## src/shared/pio_map.svh

```systemverilog
// Register offsets, field positions and timing counts of the parcel I/O channel.
`ifndef PIO_MAP_SVH
`define PIO_MAP_SVH

// -----------------------------------------------------------------------------
// Register map
// -----------------------------------------------------------------------------
`define PIO_AW            24
`define PIO_OFS_CTRL      8'h00
`define PIO_OFS_LIMIT     8'h04
`define PIO_OFS_CURR      8'h08
`define PIO_OFS_STAT      8'h0c
`define PIO_CTRL_DIR      0
`define PIO_CTRL_VAR      1
`define PIO_CTRL_RMODE    3
`define PIO_CTRL_MCLR     8
`define PIO_STAT_ACTIVE   0
`define PIO_STAT_INT      1
`define PIO_STAT_ERR      2
`define PIO_STAT_PFAULT   3
`define PIO_STAT_HELD     4

// -----------------------------------------------------------------------------
// Timing
// -----------------------------------------------------------------------------
`define PIO_CLK_NS        8
`define PIO_PULSE_NS      50
`define PIO_PERIOD_NS     100
`define PIO_SAMPLE_NS     90
`define PIO_PULSE_CYC     ((`PIO_PULSE_NS + `PIO_CLK_NS - 1) / `PIO_CLK_NS)
`define PIO_PERIOD_CYC    ((`PIO_PERIOD_NS + `PIO_CLK_NS - 1) / `PIO_CLK_NS)
`define PIO_SAMPLE_CYC    ((`PIO_SAMPLE_NS + `PIO_CLK_NS - 1) / `PIO_CLK_NS)

`endif

```

## src/shared/pio_pkg.sv

```systemverilog
// Types shared by the parcel I/O channel design.
`include "pio_map.svh"

package pio_pkg;

	typedef enum logic [2:0] {
		ST_IDLE = 3'b001,
		ST_MEM  = 3'b010,
		ST_RUN  = 3'b100
	} pio_state_e;

	typedef enum logic [1:0] {
		V_ASYNC = 2'h0,
		V_HS    = 2'h1,
		V_SYNC  = 2'h2
	} pio_var_e;

	typedef enum logic [1:0] {
		K_RES = 2'h0,
		K_RDY = 2'h1,
		K_DIS = 2'h2
	} pio_kind_e;

	typedef struct packed {
		logic [15:0] data;
		logic [3:0]  par;
	} pio_parcel_s;

	typedef struct packed {
		logic                  req;
		logic                  we;
		logic [`PIO_AW-1:0]    addr;
		logic [63:0]           wdata;
	} pio_mem_req_s;

	typedef struct packed {
		pio_state_e            st;
		logic                  dir;
		pio_var_e              vsel;
		logic [1:0]            rmode;
		logic                  active;
		logic                  intf;
		logic                  errf;
		logic                  pfault;
		logic                  held;
		logic                  got_first;
		logic                  fin;
		logic                  ack_seen;
		logic                  kick;
		logic                  last;
		logic [1:0]            idx;
		logic [`PIO_AW-1:0]    ca;
		logic [`PIO_AW-1:0]    cl;
		logic [63:0]           word;
		logic [15:0]           odata;
		pio_kind_e             kind;
		logic [2:0]            left;
		logic [4:0]            pcnt;
		logic [4:0]            tcnt;
		logic [4:0]            mcnt;
		logic [31:0]           prdata;
		pio_mem_req_s          mem;
	} pio_state_s;

endpackage : pio_pkg

```

## src/hw/pio_channel_dma.sv

```systemverilog
// Parcel I/O channel: 64-bit memory words moved as four 16-bit parcels.
//
// Overview of operation
// - Async and fast async parity fault sets at once, becomes error when transfer ends.
// - Synchronous parity fault stores every later parcel of the transfer as zeros.
// - Synchronous parity fault raises no interrupt; sets error when transfer ends.
// - Async Ready while inactive: error, interrupt, or held until activation, then Resume.
// - Async Ready during word write or at limit: error, interrupt, no Resume, discard.
// - Fast async Ready during memory write: four Resumes, no sample, error, interrupt.
// - Fast async Ready inactive or at limit: no Resume, no sample, error, interrupt.
// - Synchronous unexpected Ready: error, interrupt, transfer stopped, no Resume.
// - Limit pointer loaded first; writing current pointer activates the channel.
// - Output fetches word, increments pointer, ends after last parcel at limit.
// - Output Resume while inactive sets interrupt, no response on the link.
// - Async input: Resume per parcel; fourth Resume after word write and increment.
// - Async input at limit after write interrupts; stray Disconnect ignored.
// - Four odd parity bits per parcel, one per nibble, checked by receiver.
// - One Ready per parcel, first parcel only on synchronous input; its leading edge times the parcel sample.
// - Output parcels upper first, each Ready a fixed-width pulse.
// - Async output after fourth Resume: fetch next word or Disconnect, interrupt, deactivate.
// - Master clear line driven by programmed clear or global clear event.
// - Async and fast async Disconnect mid-word stores received parcels, missing low parcels as zeros.
// - Input channel deactivates whenever its interrupt flag sets.
`include "pio_map.svh"

module pio_channel_dma (
	// Clock and reset
	input  wire logic                  pclk,
	input  wire logic                  presetn,
	// APB slave
	input  wire logic [7:0]            paddr,
	input  wire logic                  psel,
	input  wire logic                  penable,
	input  wire logic                  pwrite,
	input  wire logic [31:0]           pwdata,
	output logic      [31:0]           prdata,
	output logic                       pready,
	output logic                       pslverr,
	// Memory port
	output pio_pkg::pio_mem_req_s      mem_req,
	input  wire logic                  mem_ack,
	input  wire logic [63:0]           mem_rdata,
	// Input link
	input  wire pio_pkg::pio_parcel_s  rx_parcel,
	input  wire logic                  rx_ready,
	input  wire logic                  rx_disconnect,
	output logic                       rx_resume,
	// Output link
	output pio_pkg::pio_parcel_s       tx_parcel,
	output logic                       tx_ready,
	output logic                       tx_disconnect,
	input  wire logic                  tx_resume,
	// Channel control
	input  wire logic                  clear_io,
	output logic                       master_clear,
	output logic                       chan_int,
	output logic                       chan_active
);

	pio_pkg::pio_state_s  st_reg;
	pio_pkg::pio_state_s  st_next;
	pio_pkg::pio_parcel_s rx_s;
	logic [22:0]          s_lvl;
	logic [22:0]          s_rise;
	logic [3:0]           rx_bad;
	logic [3:0]           tx_par;
	logic [`PIO_AW-1:0]   ca_inc;
	logic                 ev_rdy;
	logic                 ev_dis;
	logic                 ev_res;
	logic                 p_high;
	logic                 busy;
	logic                 at_lim;
	logic                 hit;
	logic                 take;
	logic                 end_x;
	logic                 act_go;
	logic [15:0]          pdat;

	// -------------------------------------------------------------------------
	// Link synchronisation
	// -------------------------------------------------------------------------
	// edge detection
	pio_sync3 #(
		.W(23)
	) u_sync (
		.pclk    (pclk),
		.presetn (presetn),
		.pins    ({rx_ready, rx_disconnect, tx_resume, rx_parcel}),
		.level   (s_lvl),
		.rise    (s_rise)
	);

	assign ev_rdy = s_rise[22];
	assign ev_dis = s_rise[21];
	assign ev_res = s_rise[20];
	assign rx_s   = s_lvl[19:0];

	genvar g;
	generate
		for (g = 0; g < 4; g++) begin : g_par
			assign rx_bad[g] = ~^{rx_s.par[g], rx_s.data[4*g+3:4*g]};
			assign tx_par[g] = ~^st_reg.odata[4*g+3:4*g];
		end
	endgenerate

	// -------------------------------------------------------------------------
	// Helpers
	// -------------------------------------------------------------------------
	// Parcel 0 sits in the top sixteen bits of the word.
	function automatic logic [6:0] f_sh(input logic [1:0] i);
		return 7'd48 - {1'b0, i, 4'h0};
	endfunction : f_sh

	function automatic pio_pkg::pio_state_s f_pulse(input pio_pkg::pio_state_s s,
			input pio_pkg::pio_kind_e k, input logic [2:0] cnt);
		s.kind = k;
		s.left = cnt;
		s.pcnt = 5'h0;
		return s;
	endfunction : f_pulse

	assign busy   = st_reg.left != 3'h0;
	assign p_high = busy && (st_reg.pcnt < 5'(`PIO_PULSE_CYC));
	assign at_lim = st_reg.ca == st_reg.cl;
	assign ca_inc = st_reg.ca + `PIO_AW'(1);
	assign hit    = (paddr == `PIO_OFS_CTRL) || (paddr == `PIO_OFS_LIMIT) ||
	                (paddr == `PIO_OFS_CURR) || (paddr == `PIO_OFS_STAT);
	assign pdat   = (st_reg.vsel == pio_pkg::V_SYNC && st_reg.pfault) ? 16'h0 : rx_s.data;

	// -------------------------------------------------------------------------
	// Next state
	// -------------------------------------------------------------------------
	always_comb begin
		st_next = st_reg;
		take    = 1'b0;
		end_x   = 1'b0;
		act_go  = 1'b0;

		// Pulse engine: fixed width, fixed spacing between pulses of a burst.
		if (busy) begin
			if (st_reg.pcnt == 5'(`PIO_PERIOD_CYC - 1)) begin
				st_next.pcnt = 5'h0;
				st_next.left = st_reg.left - 3'h1;
				if (st_reg.kind == pio_pkg::K_RDY && st_reg.left > 3'h1) begin
					st_next.idx   = st_reg.idx + 2'h1;
					st_next.odata = 16'(st_reg.word >> f_sh(st_reg.idx + 2'h1));
				end
			end else begin
				st_next.pcnt = st_reg.pcnt + 5'h1;
			end
		end
		if (st_reg.tcnt != 5'h0) begin
			st_next.tcnt = st_reg.tcnt - 5'h1;
		end
		if (st_reg.mcnt != 5'h0) begin
			st_next.mcnt = st_reg.mcnt - 5'h1;
		end

		// APB: read data is captured in the setup phase, writes act in access.
		if (psel && !penable) begin
			unique case (paddr)
				`PIO_OFS_CTRL:  st_next.prdata = {27'h0, st_reg.rmode, st_reg.vsel,
				                                  st_reg.dir};
				`PIO_OFS_LIMIT: st_next.prdata = 32'(st_reg.cl);
				`PIO_OFS_CURR:  st_next.prdata = 32'(st_reg.ca);
				`PIO_OFS_STAT:  st_next.prdata = {27'h0, st_reg.held, st_reg.pfault,
				                                  st_reg.errf, st_reg.intf, st_reg.active};
				default:        st_next.prdata = 32'h0;
			endcase
		end
		if (psel && penable && pwrite) begin
			unique case (paddr)
				`PIO_OFS_CTRL: begin
					st_next.dir   = pwdata[`PIO_CTRL_DIR];
					st_next.vsel  = pio_pkg::pio_var_e'(pwdata[`PIO_CTRL_VAR+1:`PIO_CTRL_VAR]);
					st_next.rmode = pwdata[`PIO_CTRL_RMODE+1:`PIO_CTRL_RMODE];
					if (pwdata[`PIO_CTRL_MCLR]) begin
						st_next.mcnt = 5'(`PIO_PULSE_CYC);
					end
				end
				`PIO_OFS_LIMIT: st_next.cl = pwdata[`PIO_AW-1:0];
				`PIO_OFS_CURR: begin
					st_next.ca = pwdata[`PIO_AW-1:0];
					act_go     = 1'b1;
				end
				`PIO_OFS_STAT: begin
					if (pwdata[`PIO_STAT_INT]) begin
						st_next.intf = 1'b0;
						st_next.errf = 1'b0;
					end
				end
				default: ;
			endcase
		end

		if (act_go) begin
			st_next.active    = 1'b1;
			st_next.idx       = 2'h0;
			st_next.word      = 64'h0;
			st_next.got_first = 1'b0;
			st_next.fin       = 1'b0;
			st_next.ack_seen  = 1'b0;
			st_next.pfault    = 1'b0;
			if (st_next.dir) begin
				st_next.st  = pio_pkg::ST_MEM;
				st_next.mem = '{req: 1'b1, we: 1'b0, addr: pwdata[`PIO_AW-1:0], wdata: 64'h0};
			end else begin
				st_next.st = pio_pkg::ST_RUN;
				if (st_next.vsel == pio_pkg::V_HS) begin
					st_next = f_pulse(st_next, pio_pkg::K_RES, 3'h4);
				end else if (st_next.vsel == pio_pkg::V_SYNC) begin
					st_next = f_pulse(st_next, pio_pkg::K_RES, 3'h1);
				end else if (st_reg.held) begin
					// The held parcel is still on the lines, so it becomes parcel 0.
					st_next        = f_pulse(st_next, pio_pkg::K_RES, 3'h1);
					st_next.held   = 1'b0;
					st_next.word   = 64'(rx_s.data) << f_sh(2'h0);
					st_next.idx    = 2'h1;
					st_next.pfault = rx_bad != 4'h0;
				end
			end
		end

		if (!st_reg.dir) begin
			// ---------------- Input channel ----------------
			if (ev_rdy) begin
				if (!st_reg.active) begin
					if (st_reg.vsel != pio_pkg::V_ASYNC || st_reg.rmode == 2'h0) begin
						st_next.errf = 1'b1;
						st_next.intf = 1'b1;
					end else if (st_reg.rmode == 2'h1) begin
						st_next.intf = 1'b1;
					end else begin
						st_next.held = 1'b1;
					end
				end else if (st_reg.vsel == pio_pkg::V_SYNC) begin
					if (at_lim || st_reg.got_first || st_reg.st != pio_pkg::ST_RUN) begin
						st_next.errf   = 1'b1;
						st_next.intf   = 1'b1;
						st_next.active = 1'b0;
						st_next.tcnt   = 5'h0;
					end else begin
						take = 1'b1;
					end
				end else if (st_reg.st == pio_pkg::ST_MEM || at_lim) begin
					st_next.errf   = 1'b1;
					st_next.intf   = 1'b1;
					st_next.active = 1'b0;
					if (st_reg.vsel == pio_pkg::V_HS && st_reg.st == pio_pkg::ST_MEM) begin
						st_next = f_pulse(st_next, pio_pkg::K_RES, 3'h4);
					end
				end else begin
					take = 1'b1;
				end
			end
			if (st_reg.vsel == pio_pkg::V_SYNC && st_reg.tcnt == 5'h1 && st_reg.active &&
			    st_reg.st == pio_pkg::ST_RUN) begin
				take = 1'b1;
			end

			if (take) begin
				st_next.word = st_reg.word | (64'(pdat) << f_sh(st_reg.idx));
				if (rx_bad != 4'h0) begin
					st_next.pfault = 1'b1;
				end
				if (st_reg.vsel == pio_pkg::V_SYNC) begin
					st_next.got_first = 1'b1;
				end
				if (st_reg.idx == 2'h3) begin
					st_next.idx = 2'h0;
					st_next.st  = pio_pkg::ST_MEM;
					st_next.mem = '{req: 1'b1, we: 1'b1, addr: st_reg.ca, wdata: st_next.word};
				end else begin
					st_next.idx = st_reg.idx + 2'h1;
					if (st_reg.vsel == pio_pkg::V_ASYNC) begin
						st_next = f_pulse(st_next, pio_pkg::K_RES, 3'h1);
					end else if (st_reg.vsel == pio_pkg::V_SYNC) begin
						st_next      = f_pulse(st_next, pio_pkg::K_RES, 3'h1);
						st_next.tcnt = 5'(`PIO_SAMPLE_CYC);
					end
				end
			end

			if (ev_dis && st_reg.active &&
			    ((st_reg.vsel == pio_pkg::V_ASYNC && !at_lim) || st_reg.vsel == pio_pkg::V_HS ||
			     (st_reg.vsel == pio_pkg::V_SYNC && at_lim))) begin
				if (st_reg.st == pio_pkg::ST_MEM) begin
					st_next.fin = 1'b1;
				end else if (st_reg.idx != 2'h0) begin
					st_next.fin = 1'b1;
					st_next.st  = pio_pkg::ST_MEM;
					st_next.mem = '{req: 1'b1, we: 1'b1, addr: st_reg.ca, wdata: st_reg.word};
				end else begin
					end_x = 1'b1;
				end
			end

			if (st_reg.st == pio_pkg::ST_MEM && mem_ack) begin
				st_next.mem.req = 1'b0;
				st_next.ca      = ca_inc;
				st_next.word    = 64'h0;
				st_next.st      = pio_pkg::ST_RUN;
				if (st_reg.fin || st_next.fin) begin
					end_x = 1'b1;
				end else if (st_next.active) begin
					unique case (st_reg.vsel)
						pio_pkg::V_ASYNC: begin
							st_next = f_pulse(st_next, pio_pkg::K_RES, 3'h1);
							if (ca_inc == st_reg.cl) begin
								end_x = 1'b1;
							end
						end
						pio_pkg::V_HS: begin
							if (ca_inc != st_reg.cl) begin
								st_next = f_pulse(st_next, pio_pkg::K_RES, 3'h4);
							end
						end
						default: begin
							if (ca_inc != st_reg.cl) begin
								st_next      = f_pulse(st_next, pio_pkg::K_RES, 3'h1);
								st_next.tcnt = 5'(`PIO_SAMPLE_CYC);
							end
						end
					endcase
				end
			end
		end else begin
			// ---------------- Output channel ----------------
			if (ev_res) begin
				if (!st_reg.active) begin
					st_next.intf = 1'b1;
				end else if (st_reg.st == pio_pkg::ST_RUN) begin
					st_next.ack_seen = 1'b1;
				end
			end
			if (st_reg.st == pio_pkg::ST_RUN && !busy) begin
				if (st_reg.kick) begin
					st_next.kick  = 1'b0;
					st_next.odata = 16'(st_reg.word >> f_sh(2'h0));
					st_next = f_pulse(st_next, pio_pkg::K_RDY,
					                  (st_reg.vsel == pio_pkg::V_ASYNC) ? 3'h1 : 3'h4);
				end else if (st_reg.ack_seen) begin
					st_next.ack_seen = 1'b0;
					if (st_reg.vsel == pio_pkg::V_ASYNC && st_reg.idx != 2'h3) begin
						st_next.idx   = st_reg.idx + 2'h1;
						st_next.odata = 16'(st_reg.word >> f_sh(st_reg.idx + 2'h1));
						st_next       = f_pulse(st_next, pio_pkg::K_RDY, 3'h1);
					end else if (!at_lim) begin
						st_next.st  = pio_pkg::ST_MEM;
						st_next.mem = '{req: 1'b1, we: 1'b0, addr: st_reg.ca, wdata: 64'h0};
					end else begin
						if (st_reg.vsel == pio_pkg::V_ASYNC) begin
							st_next = f_pulse(st_next, pio_pkg::K_DIS, 3'h1);
						end
						end_x = 1'b1;
					end
				end
			end
			if (st_reg.st == pio_pkg::ST_MEM && mem_ack) begin
				st_next.mem.req  = 1'b0;
				st_next.word     = mem_rdata;
				st_next.ca       = ca_inc;
				st_next.last     = ca_inc == st_reg.cl;
				st_next.idx      = 2'h0;
				st_next.kick     = 1'b1;
				st_next.ack_seen = 1'b0;
				st_next.st       = st_reg.active ? pio_pkg::ST_RUN : pio_pkg::ST_IDLE;
			end
		end

		if (end_x) begin
			st_next.intf   = 1'b1;
			st_next.active = 1'b0;
			st_next.errf   = st_next.errf | st_next.pfault;
			st_next.pfault = 1'b0;
		end
		if (!st_next.active && st_next.st == pio_pkg::ST_RUN) begin
			st_next.st = pio_pkg::ST_IDLE;
		end

		// A global clear abandons any memory request in flight.
		if (clear_io) begin
			st_next.st      = pio_pkg::ST_IDLE;
			st_next.active  = 1'b0;
			st_next.held    = 1'b0;
			st_next.left    = 3'h0;
			st_next.tcnt    = 5'h0;
			st_next.mem.req = 1'b0;
		end
	end

	always_ff @(posedge pclk or negedge presetn) begin
		if (!presetn) begin
			st_reg    <= '0;
			st_reg.st <= pio_pkg::ST_IDLE;
		end else begin
			st_reg <= st_next;
		end
	end

	// -------------------------------------------------------------------------
	// Outputs
	// -------------------------------------------------------------------------
	assign prdata        = st_reg.prdata;
	assign pready        = 1'b1;
	assign pslverr       = psel && penable && !hit;
	assign mem_req       = st_reg.mem;
	assign rx_resume     = p_high && st_reg.kind == pio_pkg::K_RES;
	assign tx_ready      = p_high && st_reg.kind == pio_pkg::K_RDY;
	assign tx_disconnect = p_high && (st_reg.kind == pio_pkg::K_DIS ||
	                       (st_reg.kind == pio_pkg::K_RDY && st_reg.last &&
	                        st_reg.left == 3'h1 && st_reg.vsel != pio_pkg::V_ASYNC));
	assign tx_parcel     = '{data: st_reg.odata, par: tx_par};
	assign master_clear  = (st_reg.mcnt != 5'h0) || clear_io;
	assign chan_int      = st_reg.intf;
	assign chan_active   = st_reg.active;

endmodule : pio_channel_dma

```

## src/hw/pio_sync3.sv

```systemverilog
// Three-stage pin synchroniser with leading-edge detection.
module pio_sync3 #(
	parameter int W = 1
) (
	// Clock and reset
	input  wire logic         pclk,
	input  wire logic         presetn,
	// Pin side
	input  wire logic [W-1:0] pins,
	// Synchronised side
	output logic      [W-1:0] level,
	output logic      [W-1:0] rise
);

	typedef struct packed {
		logic [W-1:0] s1;
		logic [W-1:0] s2;
		logic [W-1:0] s3;
		logic [W-1:0] lvl;
	} pio_sync_s;

	pio_sync_s    sy_reg;
	pio_sync_s    sy_next;
	logic [W-1:0] agree;

	// A change is believed only once the second and third stages agree.
	genvar i;
	generate
		for (i = 0; i < W; i++) begin : g_bit
			assign agree[i] = sy_reg.s2[i] ~^ sy_reg.s3[i];
			assign level[i] = agree[i] ? sy_reg.s3[i] : sy_reg.lvl[i];
			assign rise[i]  = level[i] & ~sy_reg.lvl[i];
		end
	endgenerate

	always_comb begin
		sy_next.s1  = pins;
		sy_next.s2  = sy_reg.s1;
		sy_next.s3  = sy_reg.s2;
		sy_next.lvl = level;
	end

	always_ff @(posedge pclk or negedge presetn) begin
		if (!presetn) begin
			sy_reg <= '0;
		end else begin
			sy_reg <= sy_next;
		end
	end

endmodule : pio_sync3

```

## config.mk

```make
export PLATFORM = sky130hd
export DESIGN_NAME = pio_channel_dma
export DESIGN_NICKNAME = d
export VERILOG_FILES = /design/src/shared/pio_pkg.sv /design/src/hw/pio_channel_dma.sv /design/src/hw/pio_sync3.sv
export VERILOG_INCLUDE_DIRS = /design/src /design/src/shared
export SDC_FILE = /design/constraint.sdc
export NUM_CORES = 1
export LEC_CHECK = 0
export BUFFER_PORTS_ARGS = -buffer_cell sky130_fd_sc_hd__clkbuf_2
export CORE_UTILIZATION = 54
export CTS_BUF_LIST = sky130_fd_sc_hd__clkbuf_8
export CTS_CLUSTER_DIAMETER = 40
export DETAILED_ROUTE_END_ITERATION = 6
export PLACE_DENSITY = 0.88
export SYNTH_ARGS = -nofsm -noshare
export SYNTH_HDL_FRONTEND = slang
export SYNTH_SLANG_ARGS = --single-unit
```

## constraint.sdc

```tcl
create_clock -name pclk -period 3.3 [get_ports pclk]
set_input_delay 0.66 -clock pclk [delete_from_list [all_inputs] [get_ports pclk]]
set_output_delay 0.66 -clock pclk [all_outputs]
set_load 0.05 [all_outputs]
```

==> results of run 1 <==
cell families (layout without fill, tap and decap cells):
group           count (synthesis)  in the layout
compound gates                559            559
xor+xnor                       80             80
fa+ha+maj                      34             34
buf+inv                       307            491
flops                         374            374
mux                            95             95
other cells                     2             14
simple gates                  533            533
final timing paths:
path                                       to  cells past startpoint
min in group pclk          u_sync.sy_next[54]                      1
hold / removal                   tx_parcel[9]                      1
hold reg to reg            u_sync.sy_next[44]                      0
setup / recovery                  st_reg[138]                     10
setup reg to reg                  st_reg[138]                     10
max in group asynchronous           prdata[5]                      2
worst register-to-register path: cells and delay by family, from the launching register on:
family | cells | cell delay [ps]
and+or+nand+nor | 5 | 1220
AOI/OAI and AO/OA | 4 | 1050
DFF | 1 | 460
adders and majority gates | 1 | 310
metrics by stage:
step,utilization,cell area (µm²)
global placement,0.577,20500
detailed placement,0.577,20500
finish,0.619,22000
floorplan,-,19500
global route,0.619,22000
CTS,0.618,22000
timing repair:
item	CTS	global route
hold buffers	0	0
resized for setup	0	4
setup endpoints to repair	0	55
buffers inserted	0	1
cell type report:
class                   instances  area share
multi-input cells            1310       0.384
inverters                      24     0.00409
flip-flops and latches        374       0.425
diodes                          5    0.000568
repair buffers                347      0.0942
clock buffers                  76      0.0475
well taps                     461      0.0262
clock inverters                44      0.0183
where the power goes:
group          internal (mW)  total, mW  switching, mW
registers               4.87       5.15          0.284
logic                  0.572       1.45          0.880
clock network           2.69       4.73           2.04
total                   8.13       11.3           3.20
cells in the final DEF, fill, tap and decap left out, types with 12 or more instances in the layout:
master / count
sky130_fd_sc_hd__a211oi_1: 28
sky130_fd_sc_hd__clkbuf_8: 76
sky130_fd_sc_hd__a22oi_1: 70
sky130_fd_sc_hd__mux2_2: 29
sky130_fd_sc_hd__clkbuf_2: 265
sky130_fd_sc_hd__nand3_1: 25
sky130_fd_sc_hd__inv_1: 42
sky130_fd_sc_hd__xor2_1: 30
sky130_fd_sc_hd__xnor2_1: 49
sky130_fd_sc_hd__o21ai_0: 83
sky130_fd_sc_hd__and3_1: 58
sky130_fd_sc_hd__mux4_2: 20
sky130_fd_sc_hd__nand4_1: 12
sky130_fd_sc_hd__a31oi_1: 12
sky130_fd_sc_hd__buf_4: 71
sky130_fd_sc_hd__a21oi_1: 200
sky130_fd_sc_hd__a221oi_1: 18
sky130_fd_sc_hd__o22ai_1: 55
sky130_fd_sc_hd__nor3_1: 20
sky130_fd_sc_hd__dfrtp_1: 372
sky130_fd_sc_hd__maj3_1: 23
sky130_fd_sc_hd__o21ai_1: 29
sky130_fd_sc_hd__nand2_1: 156
sky130_fd_sc_hd__nor2_1: 175
sky130_fd_sc_hd__mux2i_1: 45
per-layer routing:
metal / up-vias / global-route usage / share of wire
met5: - / 0 / 0.00027
li1: 7245 / - / -
met4: 2 / 0.141 / 0.041
met2: 1157 / 0.476 / 0.45
met3: 210 / 0.0999 / 0.12
met1: 8185 / 0.429 / 0.39
==> flow_summary.rst, run 1 <==
.. list-table::
   :header-rows: 1

   * - Metric
     - Value
   * - Number of global-route vias before repair
     - 16300
   * - Count of fill cells added during filler insertion
     - 2803
   * - Top cells by area in the synthesized netlist
     - sky130_fd_sc_hd__dfrtp_1, sky130_fd_sc_hd__buf_4, sky130_fd_sc_hd__a21oi_1
   * - Routed Antenna Nets
     - 0
   * - Layout-stage area growth over the synthesis result
     - 12.9%
   * - Final std cells w/o fill
     - roughly 2600
   * - Seq cells post-synth
     - between 300 and 400
   * - Number of levels the H-tree was split into
     - 3
   * - MaxCap Viol Count
     - 0
   * - Area of the multi-input gates
     - 8450 µm²
   * - Routed len/inst
     - 22.4 µm
   * - Largest area contributor in the synthesized netlist
     - sky130_fd_sc_hd__dfrtp_1
   * - Deepest clock path buffer count
     - 3
   * - Hpwl dp
     - 40.2 mm
   * - Cell with the largest stage delay on the worst path
     - sky130_fd_sc_hd__dfrtp_1
   * - IO Port Bufs
     - 266
   * - Initial antenna violation count
     - 7
   * - Result of the run
     - complete, but fails checks
   * - Global-route wire length before repair
     - around 91 mm
   * - Effective utilization at floorplan
     - 0.548
   * - Sequential-to-total area share from yosys stat
     - 0.480
   * - Number of detailed-route iterations in the first pass
     - 7
   * - Width of the die
     - around 190 µm
   * - Peak Freq
     - between 300 and 400 MHz
   * - Most used flip-flop cell after synthesis
     - sky130_fd_sc_hd__dfrtp_1
   * - Yosys warns
     - 0
   * - Post-layout net count
     - 2269
   * - Most frequent cells after synthesis
     - sky130_fd_sc_hd__dfrtp_1, sky130_fd_sc_hd__a21oi_1, sky130_fd_sc_hd__nor2_1
   * - Row count
     - a little under 70
   * - Count of buffering cells on the critical path with inverters included
     - 0
   * - Critical path data arrival time
     - around 3700 ps
   * - Max FO, Critical Path
     - 7
   * - Synthesized area per cell
     - 9.82 µm²
   * - Reg2Reg Setup Slack
     - about 140 ps
   * - Dominant combinational cell family by area after synthesis
     - compound AO/OA/AOI/OAI gates
   * - Setup violation total in the final timing report
     - 0
   * - Crit path max-delay family
     - simple AND/OR/NAND/NOR gates
   * - Element type at the critical path start
     - flip-flop
   * - Stage delay of the slowest cell on the critical path
     - ~460 ps
   * - Worst Path Required
     - between 3000 and 4000 ps
   * - Via count of the routed design
     - ~17000
   * - Proportion of layout cells with a drive suffix above 1
     - 0.248
   * - Worst skew pair latency
     - approximately 640 ps
   * - Total leakage power
     - roughly 10 nW
   * - Maximum VDD drop
     - about 0.33 mV
   * - Synth Area in Compound Gates
     - 0.178
   * - Core box area
     - approximately 36000 µm²
   * - Max Transition Viols Final
     - 0
   * - Unrepaired setup endpoints after global routing
     - false
   * - Clock tree sinks
     - approximately 370
   * - Synth Area in Simple Gates
     - 0.132
   * - Min Clock Period, post-route
     - around 3200 ps
   * - Violations in the final reports
     - design-rule violations
   * - Grt ovf
     - 0
   * - Count of flip-flops with a built-in enable after synthesis
     - 0
   * - Fin crit share
     - 0.959
   * - Number of flip-flops in the largest register
     - 150
   * - Clock slew at the register clock pins of the worst setup and hold paths
     - roughly 70 ps
   * - Worst reg2reg path startpoint
     - st_reg[247]
   * - Share of flip-flops with an asynchronous set or reset
     - 1.00
   * - Number of DRC violations after detailed-routing iteration 0
     - around 2200
   * - Setup Slack @ Placement
     - between 15 and 20 ps
   * - Slew of the pin with the lowest slew margin
     - around 790 ps
   * - Most frequent cell after synthesis
     - sky130_fd_sc_hd__dfrtp_1
   * - Share of synthesized cell area in full adder, half adder and majority cells
     - 0.0189
   * - Seq. cell area
     - ~9400 µm²
   * - Worst clock skew
     - just under 40 ps
   * - Vias per cell
     - ~6.4
   * - Cell total after placement
     - 2515
   * - Share of Yosys cell area claimed by the top area cell type
     - 0.479
   * - Crit path setup slack, layout
     - around 140 ps
   * - Root Buffer Master
     - sky130_fd_sc_hd__clkbuf_8
   * - Launch point of the worst path
     - st_reg[247]
   * - Number of ports placed on the die boundary
     - approximately 280
   * - Gate Count Post-Synth
     - a little under 2000
   * - Number of hold violations in the final report
     - 0
   * - Drt drc
     - 1
   * - Maximum number of pins on one net before global-route repair
     - between 90 and 100
   * - Power per cell area
     - 515 nW/µm²
   * - Synth Cell Area
     - a little under 20000 µm²
   * - Power Total
     - around 11 mW
   * - TritonCTS clock tree
     - built
   * - CP Capture Type
     - flip-flop
   * - Max-slew headroom at the worst pin
     - 0.474
   * - Final weighted congestion in routability-driven placement
     - 0.967
   * - Total detailed-routing wirelength
     - 59.2 mm
   * - Xor-xnor portion of the synthesized cell area
     - 0.0367
   * - Crit-path cells
     - ha_1 > nand2_1 > or3b_1 > a211oi_1 > nand3_1 > and4b_1 > nand4_2 > o21ai_4 > a21boi_2 > a2111oi_4
   * - Count of distinct cell types in the synthesized netlist
     - 87
   * - Type of the most critical hold path
     - primary input to async pin
   * - CTS Buf Count
     - 67
   * - Sum Neg Setup Slack
     - 0 ps
   * - All-layer global routing usage
     - 0.320
   * - Min Hold Slack
     - around 90 ps
   * - Mux contribution to synthesized area
     - 0.0637
   * - Die height
     - 192 µm
   * - Die Footprint
     - roughly 37000 µm²
   * - Startpoint-to-endpoint class of the critical path
     - flip-flop to flip-flop
Note: power is estimated with default switching activity, not from simulation.
==> run 2: changes to the inputs <==
- BUFFER_PORTS_ARGS: -buffer_cell sky130_fd_sc_hd__clkbuf_2 -> unset
- CORE_UTILIZATION: 54 -> 55
- DONT_BUFFER_PORTS: unset -> 1
- PLACE_DENSITY: 0.88 -> 0.82
==> run 2 against run 1 <==
  * The run ends with negative hold slack left
  * Fmax grew 1.0%
  * Non-clock buffer count fell by 264
  * Cell count fell by 10%
  * Wire length decreased by 5.2%
  * Critical path type unchanged
==> flow_summary.rst, run 2 (synthesized netlist as in run 1, its figures left out) <==
.. list-table::
   :header-rows: 1

   * - Metric
     - Value
   * - Result of the run
     - complete, but fails checks
   * - Violations in the final reports
     - negative hold slack
   * - Row count
     - 68
   * - Slew of the pin with the lowest slew margin
     - around 1300 ps
   * - Number of hold violations in the final report
     - approximately 310
   * - Worst skew pair latency
     - 640 ps
   * - Number of DRC violations after detailed-routing iteration 0
     - approximately 1600
   * - Element type at the critical path start
     - flip-flop
   * - Number of levels the H-tree was split into
     - 3
   * - Clock slew at the register clock pins of the worst setup and hold paths
     - 60 ps
   * - CTS Buf Count
     - 68
   * - Most common library cell in the layout ignoring fill and taps
     - sky130_fd_sc_hd__dfrtp_1
   * - Hpwl dp
     - 37.8 mm
   * - Part of the total power dissipated in sequential elements
     - 0.473
   * - MaxCap Viol Count
     - 0
   * - CP Capture Type
     - flip-flop
   * - All-layer global routing usage
     - 0.308
   * - Min Hold Slack
     - -259 ps
   * - Peak Freq
     - 319 MHz
   * - Maximum number of pins on one net before global-route repair
     - ~380
   * - Via count of the routed design
     - between 15000 and 20000
   * - Count of fill cells added during filler insertion
     - just under 3000
   * - Fin crit share
     - 0.949
   * - Clock tree sinks
     - 374
   * - Fraction of power consumed by the clock network
     - 0.429
   * - Total leakage power
     - 9.17 nW
   * - Cell total after placement
     - between 2000 and 2500
   * - Die height
     - approximately 190 µm
   * - Net load switching power
     - between 2 and 3 mW
   * - Commonest cells after routing, fill and taps aside
     - sky130_fd_sc_hd__dfrtp_1, sky130_fd_sc_hd__a21oi_1, sky130_fd_sc_hd__nor2_1
   * - Maximum VDD drop
     - about 0.41 mV
   * - Number of ports placed on the die boundary
     - around 280
   * - Proportion of layout cells with a drive suffix above 1
     - 0.150
   * - Number of detailed-route iterations in the first pass
     - 7
   * - Final weighted congestion in routability-driven placement
     - 0.949
   * - Worst clock skew
     - approximately 35 ps
   * - Post-layout instance area
     - roughly 21000 µm²
   * - TritonCTS clock tree
     - built
   * - Reg2Reg Setup Slack
     - between 150 and 200 ps
   * - Global-route wire length before repair
     - between 80 and 90 mm
   * - Number of flip-flops in the largest register
     - 150
   * - Deepest clock path buffer count
     - 3
   * - Total detailed-routing wirelength
     - about 56 mm
   * - Effective utilization at floorplan
     - 0.562
   * - Total internal power
     - between 8 and 9 mW
   * - Vias per cell
     - about 6.5
   * - Root Buffer Master
     - sky130_fd_sc_hd__clkbuf_8
   * - Unrepaired setup endpoints after global routing
     - false
   * - Core box area
     - between 30000 and 40000 µm²
   * - Max FO, Critical Path
     - 6
   * - Post-layout net count
     - between 2000 and 2500
   * - Setup violation total in the final timing report
     - 0
   * - Die Footprint
     - about 36000 µm²
   * - Number of global-route vias before repair
     - between 15000 and 20000
   * - Type of the most critical hold path
     - primary input to async pin
   * - Final std cells w/o fill
     - between 2000 and 2500
   * - Routed len/inst
     - 23.6 µm
   * - Startpoint-to-endpoint class of the critical path
     - flip-flop to flip-flop
   * - Sum Neg Setup Slack
     - 0 ps
   * - Max-slew headroom at the worst pin
     - 0.157
   * - Routed Antenna Nets
     - 0
   * - Layout-stage area growth over the synthesis result
     - 6.28%
   * - Critical path data arrival time
     - approximately 3700 ps
   * - Placement-stage cell area
     - 19100 µm²
   * - Power per cell area
     - 536 nW/µm²
   * - Portion of total power attributed to combinational logic
     - 0.098
   * - Worst flop-to-flop path endpoint
     - st_reg[138]
   * - Worst reg2reg path startpoint
     - st_reg[247]
   * - Grt ovf
     - 0
   * - Fraction of power spent switching nets
     - 0.270
   * - IO Port Bufs
     - 0
   * - Number of cells on the worst reg-to-reg path
     - 10
   * - Initial antenna violation count
     - 10
   * - Drt drc
     - 0
   * - Width of the die
     - ~190 µm
   * - Max Transition Viols Final
     - 0
   * - Min Clock Period, post-route
     - 3130 ps
   * - Worst Path Required
     - roughly 3800 ps
==> run 2: changes by cell type in the layout (fill, tap and decap cells not counted), sizes merged <==
| cell | change |
|---|---|
| clkbuf | -255 |
| diode | +1 |
| clkinvlp | +2 |
| bufinv | -2 |
| clkinv | -3 |
| buf | +1 |
| inv | -5 |
==> run 2: area by class of cell <==
class / instances / area (µm²) / share of cell area
sequential: 374 / 9360 / 0.452
inverter: 24 / 90.1 / 0.00435
clock buffer: 86 / 1180 / 0.0571
multi-input combinational: 1310 / 8480 / 0.410
timing repair buffer: 83 / 698 / 0.0337
antenna: 6 / 15.0 / 0.000725
clock inverter: 36 / 314 / 0.0152
tap: 455 / 569 / 0.0275
==> run 2: power by group through the flow <==
| stage | sequential, mW | combinational, mW | clock [mW] |
|---|---|---|---|
| final | 5.25 | 1.09 | 4.76 |
| after global routing | 5.27 | 1.20 | 5.05 |
| after CTS | 5.23 | 1.07 | 4.83 |
| after detailed placement | 5.31 | 1.06 | 0 |
| after global placement | 5.29 | 1.01 | 0 |
| after floorplan | 5.10 | 1.00 | 0 |
==> run 2: worst max-delay path, cell delays in order, from the launching register on <==
cell	delay, ps
sky130_fd_sc_hd__dfrtp_1	480
sky130_fd_sc_hd__ha_1	310
sky130_fd_sc_hd__nand2_1	140
sky130_fd_sc_hd__or3b_1	360
sky130_fd_sc_hd__a211oi_1	340
sky130_fd_sc_hd__nand3_1	160
sky130_fd_sc_hd__and4b_1	280
sky130_fd_sc_hd__nand4_2	190
sky130_fd_sc_hd__o21ai_4	260
sky130_fd_sc_hd__a21boi_2	150
sky130_fd_sc_hd__a2111oi_4	330
==> run 2: routing by layer <==
metal / global-route usage / part of all wire / vias up
met5: 0 / 0.00082 / -
met4: 0.148 / 0.043 / 8
met3: 0.126 / 0.13 / 180
met2: 0.439 / 0.44 / 902
met1: 0.406 / 0.39 / 7527
li1: - / - / 6731
==> run 2: repair_timing <==
action,CTS,global route
setup endpoints to repair,0,138
hold endpoints to repair,374,373
setup buffers,0,2
resized for setup,0,9
==> run 2: metrics by stage <==
step	worst slack, ps	utilization	hold WS (ps)	power [mW]
4_1_cts	0.163	0.595	-291	11.1
3_3_place_gp	124	0.552	334	6.30
2_1_floorplan	143	-	331	6.11
3_5_place_dp	62.6	0.552	335	6.37
6_report	168	0.597	-259	11.1
5_1_grt	22.2	0.597	-278	11.5
==> run 2: worst max path at each step <==
| stage | start | end | slack (ps) |
|---|---|---|---|
| 6_report | st_reg[247] | st_reg[138] | 170 |
| 5_1_grt | st_reg[249] | st_reg[138] | 20 |
| 4_1_cts | st_reg[268] | st_reg[164] | 0.2 |
| 3_5_place_dp | st_reg[268] | st_reg[164] | 60 |
| 3_3_place_gp | paddr[1] | st_reg[130] | 120 |
| 2_1_floorplan | st_reg[270] | tx_parcel[14] | 140 |
==> run 3: changes to the inputs <==
--- a/config.mk
+++ b/config.mk
@@ -8,2 +8,4 @@
 export LEC_CHECK = 0
+export CORE_ASPECT_RATIO = 0.5
+export CORE_MARGIN = 5
 export CORE_UTILIZATION = 55
==> constraint.sdc (replaced) <==
create_clock -name pclk -period 3.3 [get_ports pclk]
set_input_delay 0.825 -clock pclk [delete_from_list [all_inputs] [get_ports pclk]]
set_output_delay 0.825 -clock pclk [all_outputs]
set_load 0.05 [all_outputs]
==> run 3 against run 2 <==
  * The flow still finishes with violations (negative hold slack)
  * Clock power fell by 18%
  * Register-to-register slack got worse by 80 ps
  * Hold slack improved by 190 ps
  * Critical path type unchanged
  * Largest power group unchanged
==> flow_summary.rst, run 3 (synthesized netlist as in run 1, its figures left out) <==
.. list-table::
   :header-rows: 1

   * - Metric
     - Value
   * - Number of DRC violations after detailed-routing iteration 0
     - around 2100
   * - Stage delay of the slowest cell on the critical path
     - between 600 and 700 ps
   * - Most common library cell in the layout ignoring fill and taps
     - sky130_fd_sc_hd__dfrtp_1
   * - All-layer global routing usage
     - 0.276
   * - Deepest clock path buffer count
     - 3
   * - Sum Neg Setup Slack
     - 0 ps
   * - CP Capture Type
     - flip-flop
   * - Post-layout instance area
     - around 21000 µm²
   * - Die Footprint
     - 39500 µm²
   * - Total leakage power
     - 9.09 nW
   * - Drt drc
     - 0
   * - Type of the most critical hold path
     - primary input to async pin
   * - Via count of the routed design
     - approximately 16000
   * - Setup violation total in the final timing report
     - 0
   * - Layout-stage area growth over the synthesis result
     - 5.21%
   * - Maximum VDD drop
     - around 0.24 mV
   * - Post-layout net count
     - 2013
   * - MaxCap Viol Count
     - 0
   * - Proportion of layout cells with a drive suffix above 1
     - 0.147
   * - Worst clock skew
     - between 20 and 30 ps
   * - Final std cells w/o fill
     - ~2400
   * - Power per cell area
     - approximately 500 nW/µm²
   * - Core box area
     - 34700 µm²
   * - Count of fill cells added during filler insertion
     - 2829
   * - Element type at the critical path start
     - flip-flop
   * - Number of levels the H-tree was split into
     - 2
   * - Maximum number of pins on one net before global-route repair
     - roughly 380
   * - Number of global-route vias before repair
     - 14900
   * - Die height
     - between 100 and 150 µm
   * - Cell with the largest stage delay on the worst path
     - sky130_fd_sc_hd__a211oi_1
   * - Number of hold violations in the final report
     - 130
   * - Cell total after placement
     - roughly 2300
   * - Row count
     - 48
   * - Hpwl dp
     - 38.9 mm
   * - Critical path data arrival time
     - around 3700 ps
   * - Number of flip-flops in the largest register
     - 150
   * - Setup Slack @ Placement
     - -62.5 ps
   * - Startpoint-to-endpoint class of the critical path
     - flip-flop to flip-flop
   * - Final weighted congestion in routability-driven placement
     - a little under 1
   * - Global-route wire length before repair
     - a little under 90 mm
   * - Effective utilization at floorplan
     - 0.562
   * - IO Port Bufs
     - 0
   * - Fin crit share
     - 0.974
   * - Worst Path Required
     - 3820 ps
   * - Vias per cell
     - between 6 and 7
   * - Power Total
     - approximately 10 mW
   * - Clock tree sinks
     - 374
   * - Crit path setup slack, layout
     - 86.9 ps
   * - Min Hold Slack
     - -65.8 ps
   * - Worst skew pair latency
     - 620 ps
   * - Result of the run
     - complete, but fails checks
   * - Routed Antenna Nets
     - 0
   * - Clock slew at the register clock pins of the worst setup and hold paths
     - around 80 ps
   * - Unrepaired setup endpoints after global routing
     - true
   * - CTS Buf Count
     - 53
   * - TritonCTS clock tree
     - built
   * - Width of the die
     - around 280 µm
   * - Violations in the final reports
     - negative hold slack
   * - Max Transition Viols Final
     - 0
   * - Number of ports placed on the die boundary
     - around 280
   * - Placement-stage cell area
     - a little under 20000 µm²
   * - Commonest cells after routing, fill and taps aside
     - sky130_fd_sc_hd__dfrtp_1, sky130_fd_sc_hd__a21oi_1, sky130_fd_sc_hd__nor2_1
   * - Routed len/inst
     - approximately 24 µm
   * - Total detailed-routing wirelength
     - 56.8 mm
   * - Slew of the pin with the lowest slew margin
     - 1040 ps
   * - Initial antenna violation count
     - 6
   * - Min Clock Period, post-route
     - 3210 ps
   * - Core Util, Final
     - 0.591
   * - Grt ovf
     - 0
   * - Peak Freq
     - around 310 MHz
   * - Root Buffer Master
     - sky130_fd_sc_hd__clkbuf_8
   * - Max-slew headroom at the worst pin
     - 0.306
   * - Crit-path cells
     - xor2_1 > nor4_1 > and4_1 > nand3_1 > a211oi_1 > nor3_4 > buf_4 > a21oi_1 > a21oi_1 > a211oi_1
   * - Max FO, Critical Path
     - 13
   * - Number of detailed-route iterations in the first pass
     - 6
==> run 3: cell types whose count changed in the layout (fill, tap and decap cells not counted), moves of 4 or more <==
cell / change
sky130_fd_sc_hd__nor4_2: -4
sky130_fd_sc_hd__nor4_1: +4
sky130_fd_sc_hd__inv_1: -4
sky130_fd_sc_hd__buf_4: +23
sky130_fd_sc_hd__clkbuf_8: -17
==> run 3: routing by layer <==
metal,track usage,up-vias,wire [µm]
li1,-,6723,-
met1,0.375,7596,21900
met2,0.431,1024,26400
met3,0.0670,168,5980
met4,0.122,0,2450
met5,0,-,0
==> run 3: worst max-delay path: cells and delay by family, from the launching register on <==
kind / cells / cell delay, ps
AO/OA/AOI/OAI: 4 / 1210
XOR/XNOR: 1 / 210
buffers and inverters: 1 / 220
flip-flops: 1 / 480
AND/OR/NAND/NOR: 4 / 960
==> run 3: layout make-up <==
cell class | instances | area, µm² | share of cell area
diodes | 6 | 15.0 | 0.000732
clock buffers | 69 | 950 | 0.0463
clock inverters | 26 | 178 | 0.00866
inverters | 24 | 90.1 | 0.00439
multi-input cells | 1310 | 8470 | 0.413
flip-flops and latches | 374 | 9360 | 0.456
well taps | 475 | 594 | 0.0290
repair buffers | 105 | 851 | 0.0415
==> run 3: timing repair <==
| action | CTS | global route |
|---|---|---|
| buffers inserted | 0 | 2 |
| resized for setup | 0 | 4 |
| setup endpoints to repair | 0 | 40 |
| endpoints found under the hold margin | 373 | 373 |
==> run 3: power by group <==
group	internal, mW	total (mW)	switching, mW
sequential	4.86	5.23	0.367
combinational	0.503	1.11	0.608
clock	2.04	3.91	1.87
==> run 3: path summary, 6_finish.rpt <==
check / start / to / slack, ps / cells past startpoint
setup / recovery: st_reg[252] / st_reg[289] / 90 / 10
hold / removal: presetn / st_reg[269] / -70 / 0
setup reg to reg: st_reg[252] / st_reg[289] / 90 / 10
hold reg to reg: u_sync.sy_next[52] / u_sync.sy_next[29] / 350 / 0
max in group asynchronous: presetn / u_sync.sy_reg[38] / 2540 / 0
min in group pclk: rx_parcel[4] / u_sync.sy_next[50] / 230 / 0
